### src/pkg/scsr_params.svh
// constants of the status register group block: offsets, selects, reset values
// assumes inclusion from the package, the core and the top testbench
//
// Notes on behaviour
// RULE1 - every status group has five 16-bit registers, one bit per status everywhere
// RULE2 - bit 15 of every register always reads zero
// RULE3 - controller writes only values 0 to 32767, no symbolic values
// RULE4 - binary, hex, octal or decimal notation arrive here as one binary word
// RULE5 - current state follows hardware inputs or lower group summary; here only the pins feed it
// RULE6 - current state is read-only; writes and reads leave it alone
// RULE7 - rising current bit sets event bit when rise filter bit set
// RULE8 - falling current bit sets event bit when fall filter bit set
// RULE9 - rise and fall filters are read/write; reads keep contents
// RULE10 - event bits are sticky, set only by filtered transitions
// RULE11 - event register is read-only and a read clears it
// RULE12 - group summary is OR of event bits ANDed with mask bits
// RULE13 - summary mask is read/write at any time; reads keep contents
// RULE14 - each group summary feeds a current-state bit of the next group; here each feeds a status byte bit instead
// RULE15 - status byte with request enable sits on top, fed by four summaries
// RULE16 - request enable masks status byte; event enable masks standard events
// RULE17 - single parallel poll flag, bits chosen by poll enable register
// RULE18 - message-available bit shows output queue holds a message
// RULE19 - access per subregister; event and current query-only, others read/write
// RULE20 - operation group bit 4 carries measurement in progress
// RULE21 - enable bit 6 ignored; request raised when enabled byte bit rises
// RULE22 - poll flag is OR of byte bits ANDed with poll enable, bit 6 too
// RULE23 - an event set in the cycle of a clearing read survives
// RULE24 - reset clears events and loads fixed filter and mask defaults
`ifndef SCSR_PARAMS_SVH
`define SCSR_PARAMS_SVH
`define SCSR_GRP_OPER 2'h0
`define SCSR_GRP_QUES 2'h1
`define SCSR_GRP_DEV 2'h2
`define SCSR_GRP_IEEE 2'h3
`define SCSR_SUB_EVENT 3'h0
`define SCSR_SUB_COND 3'h1
`define SCSR_SUB_RISE 3'h2
`define SCSR_SUB_FALL 3'h3
`define SCSR_SUB_MASK 3'h4
`define SCSR_SUB_ESR 3'h0
`define SCSR_SUB_ESE 3'h1
`define SCSR_SUB_STB 3'h2
`define SCSR_SUB_SRE 3'h3
`define SCSR_SUB_PPE 3'h4
`define SCSR_RISE_RST 15'h7fff
`define SCSR_FALL_RST 15'h0000
`define SCSR_MASK_RST 15'h0000
`define SCSR_BYTE_RST 8'h00
`define SCSR_BIT_DEV 1
`define SCSR_BIT_EAV 2
`define SCSR_BIT_QUES 3
`define SCSR_BIT_MAV 4
`define SCSR_BIT_ESB 5
`define SCSR_BIT_MSS 6
`define SCSR_BIT_OPER 7
`define SCSR_BIT_MEAS 4
`define SCSR_SRE_USED 8'hbf
`endif

### src/pkg/scsr_pkg.sv
// types of the status register group block
// assumes scsr_params.svh sits beside it
`include "scsr_params.svh"
package scsr_pkg;
  typedef struct packed {
    logic [14:0] s1;
    logic [14:0] s2;
    logic [14:0] cond;
    logic [14:0] rise;
    logic [14:0] fall;
    logic [14:0] ev;
    logic [14:0] mask;
  } scsr_grp_t;

  typedef struct packed {
    logic        req;
    logic        wr;
    logic [1:0]  grp;
    logic [2:0]  sub;
    logic [15:0] wdata;
  } scsr_acc_t;

  typedef struct packed {
    scsr_grp_t [2:0] grp;
    logic [7:0]      esr;
    logic [7:0]      ese;
    logic [7:0]      sre;
    logic [7:0]      ppe;
    logic [7:0]      stb;
    logic [15:0]     rdata;
    logic            ack;
    logic            err;
    logic            srq;
    logic            ist;
  } scsr_state_t;
endpackage : scsr_pkg

### src/core/scsr_top.sv
// status register groups, standard event register and status byte
// assumes status pins are asynchronous; access port, queues, events on clk
`timescale 1ns/10ps
`default_nettype none
`include "scsr_params.svh"
module scsr_top (
  input  wire logic              clk,
  input  wire logic              sys_rst,
  input  wire logic [14:0]       oper_cond_in,
  input  wire logic [14:0]       ques_cond_in,
  input  wire logic [14:0]       dev_cond_in,
  input  wire logic [7:0]        std_event_in,
  input  wire logic              mav_in,
  input  wire logic              eav_in,
  input  wire scsr_pkg::scsr_acc_t acc,
  output logic [15:0]            acc_rdata_r,
  output logic                   acc_ack_r,
  output logic                   acc_err_r,
  output logic [7:0]             stb_r,
  output logic                   srq_pulse_r,
  output logic                   ist_r
);
  import scsr_pkg::*;

  // ----------------------------------------
  // state and combinational summaries
  // ----------------------------------------
  scsr_state_t s_r;
  scsr_state_t s_nxt;
  logic [14:0] cin [3];
  logic [2:0]  sum;
  logic [7:0]  stb_c;
  logic [7:0]  req_bits;
  logic        new_req;

  assign cin[0] = oper_cond_in; // bit 4 is measurement in progress [RULE20]
  assign cin[1] = ques_cond_in;
  assign cin[2] = dev_cond_in;

  genvar gi;
  generate
    for (gi = 0; gi < 3; gi++) begin : g_sum
      assign sum[gi] = |(s_r.grp[gi].ev & s_r.grp[gi].mask); // [RULE12]
    end
  endgenerate

  always_comb begin
    stb_c                   = 8'h00;
    stb_c[`SCSR_BIT_DEV]    = sum[`SCSR_GRP_DEV]; // [RULE14] [RULE15]
    stb_c[`SCSR_BIT_EAV]    = eav_in;
    stb_c[`SCSR_BIT_QUES]   = sum[`SCSR_GRP_QUES];
    stb_c[`SCSR_BIT_MAV]    = mav_in; // [RULE18]
    stb_c[`SCSR_BIT_ESB]    = |(s_r.esr & s_r.ese); // [RULE16]
    stb_c[`SCSR_BIT_OPER]   = sum[`SCSR_GRP_OPER];
    // master summary never looks at itself
    stb_c[`SCSR_BIT_MSS]    = |(stb_c & s_r.sre & `SCSR_SRE_USED); // [RULE16]
    req_bits                = stb_c & s_r.sre & `SCSR_SRE_USED; // [RULE21]
    new_req                 = |(req_bits & ~s_r.stb);
  end

  // ----------------------------------------
  // next state
  // ----------------------------------------
  always_comb begin
    logic [14:0] wval;
    logic [14:0] rise_ev;
    logic [14:0] fall_ev;
    logic        wr_bad;
    wval    = acc.wdata[14:0];
    rise_ev = 15'h0000;
    fall_ev = 15'h0000;
    // a value above 32767 is refused whole rather than truncated [RULE3]
    wr_bad  = acc.wdata[15];
    s_nxt       = s_r;
    s_nxt.ack   = 1'b0;
    s_nxt.err   = 1'b0;
    s_nxt.rdata = 16'h0000;
    s_nxt.srq   = new_req; // [RULE21]
    s_nxt.ist   = |(stb_c & s_r.ppe); // bit 6 included [RULE17] [RULE22]
    s_nxt.stb   = stb_c;
    for (int g = 0; g < 3; g++) begin
      s_nxt.grp[g].s1   = cin[g];
      s_nxt.grp[g].s2   = s_r.grp[g].s1;
      s_nxt.grp[g].cond = s_r.grp[g].s2; // [RULE5]
    end
    if (acc.req) begin
      s_nxt.ack = 1'b1;
      // notation is decoded upstream; the word arrives binary [RULE4]
      if (acc.grp != `SCSR_GRP_IEEE) begin
        unique case (acc.sub) // [RULE19]
          `SCSR_SUB_EVENT: begin
            s_nxt.rdata = {1'b0, s_r.grp[acc.grp].ev}; // [RULE2]
            if (acc.wr) s_nxt.err = 1'b1;
            else s_nxt.grp[acc.grp].ev = 15'h0000; // [RULE11]
          end
          `SCSR_SUB_COND: begin
            s_nxt.rdata = {1'b0, s_r.grp[acc.grp].cond}; // [RULE6]
            s_nxt.err   = acc.wr;
          end
          `SCSR_SUB_RISE: begin
            s_nxt.rdata = {1'b0, s_r.grp[acc.grp].rise}; // [RULE9]
            if (acc.wr && !wr_bad) s_nxt.grp[acc.grp].rise = wval;
            s_nxt.err = acc.wr && wr_bad;
          end
          `SCSR_SUB_FALL: begin
            s_nxt.rdata = {1'b0, s_r.grp[acc.grp].fall}; // [RULE9]
            if (acc.wr && !wr_bad) s_nxt.grp[acc.grp].fall = wval;
            s_nxt.err = acc.wr && wr_bad;
          end
          `SCSR_SUB_MASK: begin
            s_nxt.rdata = {1'b0, s_r.grp[acc.grp].mask}; // [RULE13]
            if (acc.wr && !wr_bad) s_nxt.grp[acc.grp].mask = wval;
            s_nxt.err = acc.wr && wr_bad;
          end
          default: s_nxt.err = 1'b1;
        endcase
      end else begin
        unique case (acc.sub)
          `SCSR_SUB_ESR: begin
            s_nxt.rdata = {8'h00, s_r.esr};
            if (acc.wr) s_nxt.err = 1'b1;
            else s_nxt.esr = 8'h00;
          end
          `SCSR_SUB_ESE: begin
            s_nxt.rdata = {8'h00, s_r.ese};
            if (acc.wr && !wr_bad) s_nxt.ese = acc.wdata[7:0];
            s_nxt.err = acc.wr && wr_bad;
          end
          `SCSR_SUB_STB: begin
            s_nxt.rdata = {8'h00, stb_c};
            s_nxt.err   = acc.wr;
          end
          `SCSR_SUB_SRE: begin
            s_nxt.rdata = {8'h00, s_r.sre};
            if (acc.wr && !wr_bad) s_nxt.sre = acc.wdata[7:0];
            s_nxt.err = acc.wr && wr_bad;
          end
          `SCSR_SUB_PPE: begin
            s_nxt.rdata = {8'h00, s_r.ppe};
            if (acc.wr && !wr_bad) s_nxt.ppe = acc.wdata[7:0];
            s_nxt.err = acc.wr && wr_bad;
          end
          default: s_nxt.err = 1'b1;
        endcase
      end
    end
    // sets are applied after the clear so a coincident event survives [RULE23]
    for (int g = 0; g < 3; g++) begin
      rise_ev = s_r.grp[g].s2 & ~s_r.grp[g].cond & s_r.grp[g].rise; // [RULE7]
      fall_ev = ~s_r.grp[g].s2 & s_r.grp[g].cond & s_r.grp[g].fall; // [RULE8]
      s_nxt.grp[g].ev = s_nxt.grp[g].ev | rise_ev | fall_ev; // [RULE10] [RULE1]
    end
    s_nxt.esr = s_nxt.esr | std_event_in; // [RULE23]
  end

  always_ff @(posedge clk or posedge sys_rst) begin
    if (sys_rst) begin
      for (int g = 0; g < 3; g++) begin
        s_r.grp[g].s1   <= 15'h0000;
        s_r.grp[g].s2   <= 15'h0000;
        s_r.grp[g].cond <= 15'h0000;
        s_r.grp[g].rise <= `SCSR_RISE_RST; // [RULE24]
        s_r.grp[g].fall <= `SCSR_FALL_RST;
        s_r.grp[g].ev   <= 15'h0000;
        s_r.grp[g].mask <= `SCSR_MASK_RST;
      end
      s_r.esr   <= 8'h00;
      s_r.ese   <= `SCSR_BYTE_RST;
      s_r.sre   <= `SCSR_BYTE_RST;
      s_r.ppe   <= `SCSR_BYTE_RST;
      s_r.stb   <= 8'h00;
      s_r.rdata <= 16'h0000;
      s_r.ack   <= 1'b0;
      s_r.err   <= 1'b0;
      s_r.srq   <= 1'b0;
      s_r.ist   <= 1'b0;
    end else begin
      s_r <= s_nxt;
    end
  end

  assign acc_rdata_r = s_r.rdata;
  assign acc_ack_r   = s_r.ack;
  assign acc_err_r   = s_r.err;
  assign stb_r       = s_r.stb;
  assign srq_pulse_r = s_r.srq;
  assign ist_r       = s_r.ist;

  logic [14:0] set0;
  assign set0 = (s_r.grp[0].s2 & ~s_r.grp[0].cond & s_r.grp[0].rise)
              | (~s_r.grp[0].s2 & s_r.grp[0].cond & s_r.grp[0].fall);
endmodule : scsr_top
`default_nettype wire

### config.mk
export PLATFORM = sky130hd
export DESIGN_NAME = scsr_top
export DESIGN_NICKNAME = d
export VERILOG_FILES = /design/src/pkg/scsr_pkg.sv /design/src/core/scsr_top.sv
export VERILOG_INCLUDE_DIRS = /design/src /design/src/pkg
export SDC_FILE = /design/constraint.sdc
export NUM_CORES = 1
export LEC_CHECK = 0
export BUFFER_PORTS_ARGS = -buffer_cell sky130_fd_sc_hd__buf_2
export CAP_MARGIN = 20
export CORE_ASPECT_RATIO = 1.25
export CORE_MARGIN = 4
export CORE_UTILIZATION = 40
export DETAILED_ROUTE_END_ITERATION = 16
export PLACE_DENSITY = 0.59
export SLEW_MARGIN = 30
export SYNTH_ARGS = -nofsm -noshare
export SYNTH_HDL_FRONTEND = slang
export SYNTH_SLANG_ARGS = --single-unit
### constraint.sdc
create_clock -name clk -period 22.9 [get_ports clk]
set_clock_uncertainty 0.1 [all_clocks]
set_input_delay 3.435 -clock clk [delete_from_list [all_inputs] [get_ports clk]]
set_output_delay 3.435 -clock clk [all_outputs]
set_load 0.01 [all_outputs]
==> results.cfg <==
[hold_path]
hold_depth = 0
holdCritStartpoint = s_r[162]$_DFF_PP0_
holdPathEnd = s_r[147]$_DFF_PP0_
hp-class = reg -> reg

[sta]
min_period_over_period_pct = 25.90
finalSetupViolCount = 0
relSlewSlack_pct = 37.42
slew_violations = 0
worst-slew-pin-transition_ps = 938.7
rsz0062_at_grt = no
layout_setup_ws_ps = 16970
finalSetupTns_ps = 0
post-route-min-period_ps = 5930
hold_violations = 0
fmax_mhz = 168.6

[clock_tree]
post-cts-setup-buffers = 0
cts_resized = 0
cts_tree = built
clock-sinks = 373
cts_root_buf = clkbuf_16
clockBufferDepth = 3
numCtsBuffers = 40
h-tree-depth = 2
clk_latency_ps = 550
clk_pin_slew_ps = 60
ctsHoldBuffers = 0

[layout]
register_area_um2 = 9390
fill_cells = 3619
final_area_um2 = 17700
multi_input_area_um2 = 5600
finalNetCount = 1388
area_growth_pct = 10.83
antenna_cells = 0
drive_gt1_share_pct = 30.32

[routing]
ant_nets = 0
dr.pass1.iters = 7
dr_wl_met2_um = 20610
routedWlPerCell_um = 22.94
route.met3.wl_um = 2455
topRoutingLayerUsed = met5
vias_per_cell = 5.631
wl_met1_um = 17490
drc = 0
vias = 10350
drtIter0Drc = 786
wirelength_um = 42140

[placement]
place.gp.congestion = 0.9103
pre_cts_ws_ps = 16520
port_buffers = 105
placed_area_um2 = 16300
hpwl_um = 28090

[logic_synthesis]
postSynthAreaPerCell_um2 = 11.72
synth_ff_type = dfrtp_1
yosysSeqAreaShare_pct = 58.78
synth.distinct_cells = 52
syn_inst = 1363
synthArstFlopShare_pct = 100.0
synth_edf_count = 0
synth.ff_latch_count = 373
syn_area_um2 = 15970
yosys_warnings = 0

[floorplanning]
fp.dieW_um = 186.7
die-area_um2 = 43220
die_h_um = 231.4
ios = 108
start_util_pct = 40.62
core-area_um2 = 39320
rows = 81

[grt]
grt_pass1_wl_um = 65230
grt_overflow = 0
grt_max_degree = 116
grt_usage_pct = 19.33
grt_pass1_vias = 10680
antenna_found_initial = 1

[worst_setup_path]
crit_path_end_kind = flop
ff2ff_path_depth = 5
r2r_slack_ps = 20440
path_max_fanout = 74
cp.arrival_ps = 6240
reg2reg_from = s_r[181]$_DFF_PP0_
critPathKind = in -> reg
required_ps = 23210
r2r-end = ist_r$_DFF_PP0_
critPathLaunchType = primary input

[power]
finalPower_uw = 1623
ir_worst_vdd_uv = 52.52
powerDensity_nw_per_um2 = 91.68
power.leakage_uw = 0.007961

[run]
max_cap_viol_count = 0

[status]
outcome = completed
[metrics by stage]
| step | std cells | util, % | hold WS, ps |
|---|---|---|---|
| after detailed placement | 1763 | 41.44 | 234.7 |
| final | 1837 | 45.02 | 244.7 |
| after global placement | 1763 | 41.44 | 232.2 |
| after floorplan | 1364 | - | 304.9 |
| after CTS | 1836 | 44.92 | 247.4 |
| after global routing | 1837 | 45.02 | 248.4 |
[report_power, final]
part,switching (µW),internal (µW),total [µW]
Combinational,89.9,70.6,161
Clock,265,407,672
Sequential,62.1,729,791
[worst max-delay path by stage]
stage | start | to | slack (ps)
finish | acc[20] | s_r[289]$_DFF_PP0_ | 16970
detailed placement | acc[20] | s_r[289]$_DFF_PP0_ | 16520
global placement | acc[20] | s_r[297]$_DFF_PP0_ | 16590
floorplan | sys_rst | acc_ack_r$_DFF_PP0_ | 9080
CTS | acc[20] | s_r[289]$_DFF_PP0_ | 17080
global route | acc[20] | s_r[289]$_DFF_PP0_ | 16880
[cells in the final DEF, fill, tap and decap left out, types with 3 or more instances in the layout]
cell / instances
or3_1: 3
buf_4: 16
o2bb2ai_1: 5
dfrtp_1: 328
o31ai_1: 4
nor3_2: 3
o22ai_1: 35
nand2_1: 141
nor3_1: 3
o311a_1: 6
dfstp_2: 45
bufinv_16: 5
inv_1: 6
nand2_2: 3
a22oi_1: 46
clkbuf_1: 11
o211ai_1: 19
a221o_1: 3
o21ai_0: 43
mux2i_1: 76
clkbuf_16: 41
clkbuf_8: 6
mux2_2: 160
a21o_1: 24
nand3_1: 18
clkinv_2: 5
a222oi_1: 5
nor2_1: 39
a31oi_1: 10
buf_2: 104
a21oi_1: 41
nor2b_1: 3
nand3b_1: 45
[metal layers]
layer	vias to the layer above	GRT usage (%)
met3	94	3.179
met2	393	32.91
li1	4598	-
met1	5258	24.97
met4	2	7.351
met5	-	0
[cells by family after synthesis]
kind of cell           after synthesis  share of synthesized area, %
other                                1                       0.02348
multiplexers                       236                         16.04
AND/OR/NAND/NOR                    272                         8.240
buffers and inverters              228                         6.313
AO/OA/AOI/OAI                      253                         10.60
flip-flops                         373                         58.78
[sequential cells by signal, indices dropped and copies added (netlist names)]
register / flops
ist_r: 1
acc_err_r: 1
acc_ack_r: 1
acc_rdata_r: 15
s_r: 347
srq_pulse_r: 1
stb_r: 7
[critical path: stages]
cell and delay, ps:
buf_2 80, buf_4 620, nor2b_4 290, buf_4 610, nand2_1 760, nand2_1 260, o211ai_1 110
[cell usage after synthesis, drive strengths merged (3+ instances only)]
master / number / area [µm²]
buf: 61 / 381.6
clkbuf: 160 / 600.6
dfstp: 45 / 1182
o311a: 6 / 60.06
o2bb2ai: 5 / 43.79
a21oi: 41 / 205.2
mux2: 160 / 1802
nand2: 144 / 545.5
nand3: 18 / 90.09
nor2b: 4 / 25.02
nor3: 8 / 66.32
inv: 7 / 26.28
a21o: 24 / 180.2
nor2: 41 / 163.9
a22oi: 46 / 345.3
o22ai: 35 / 219.0
a221o: 3 / 30.03
dfrtp: 328 / 8208
or3: 3 / 18.77
o21ai: 43 / 215.2
mux2i: 76 / 760.7
nand3b: 45 / 337.8
a222oi: 5 / 50.05
o211ai: 19 / 142.6
o31ai: 4 / 30.03
a31oi: 10 / 62.56
[area by class of cell]
type,count,share of cell area (%)
clock buffer,58,6.495
clock inverter,15,1.223
inverter,7,0.1908
multi-input combinational,763,31.63
sequential,373,53.04
tap,498,3.519
timing repair buffer,123,3.901
Power figures use the tool's default switching activity.
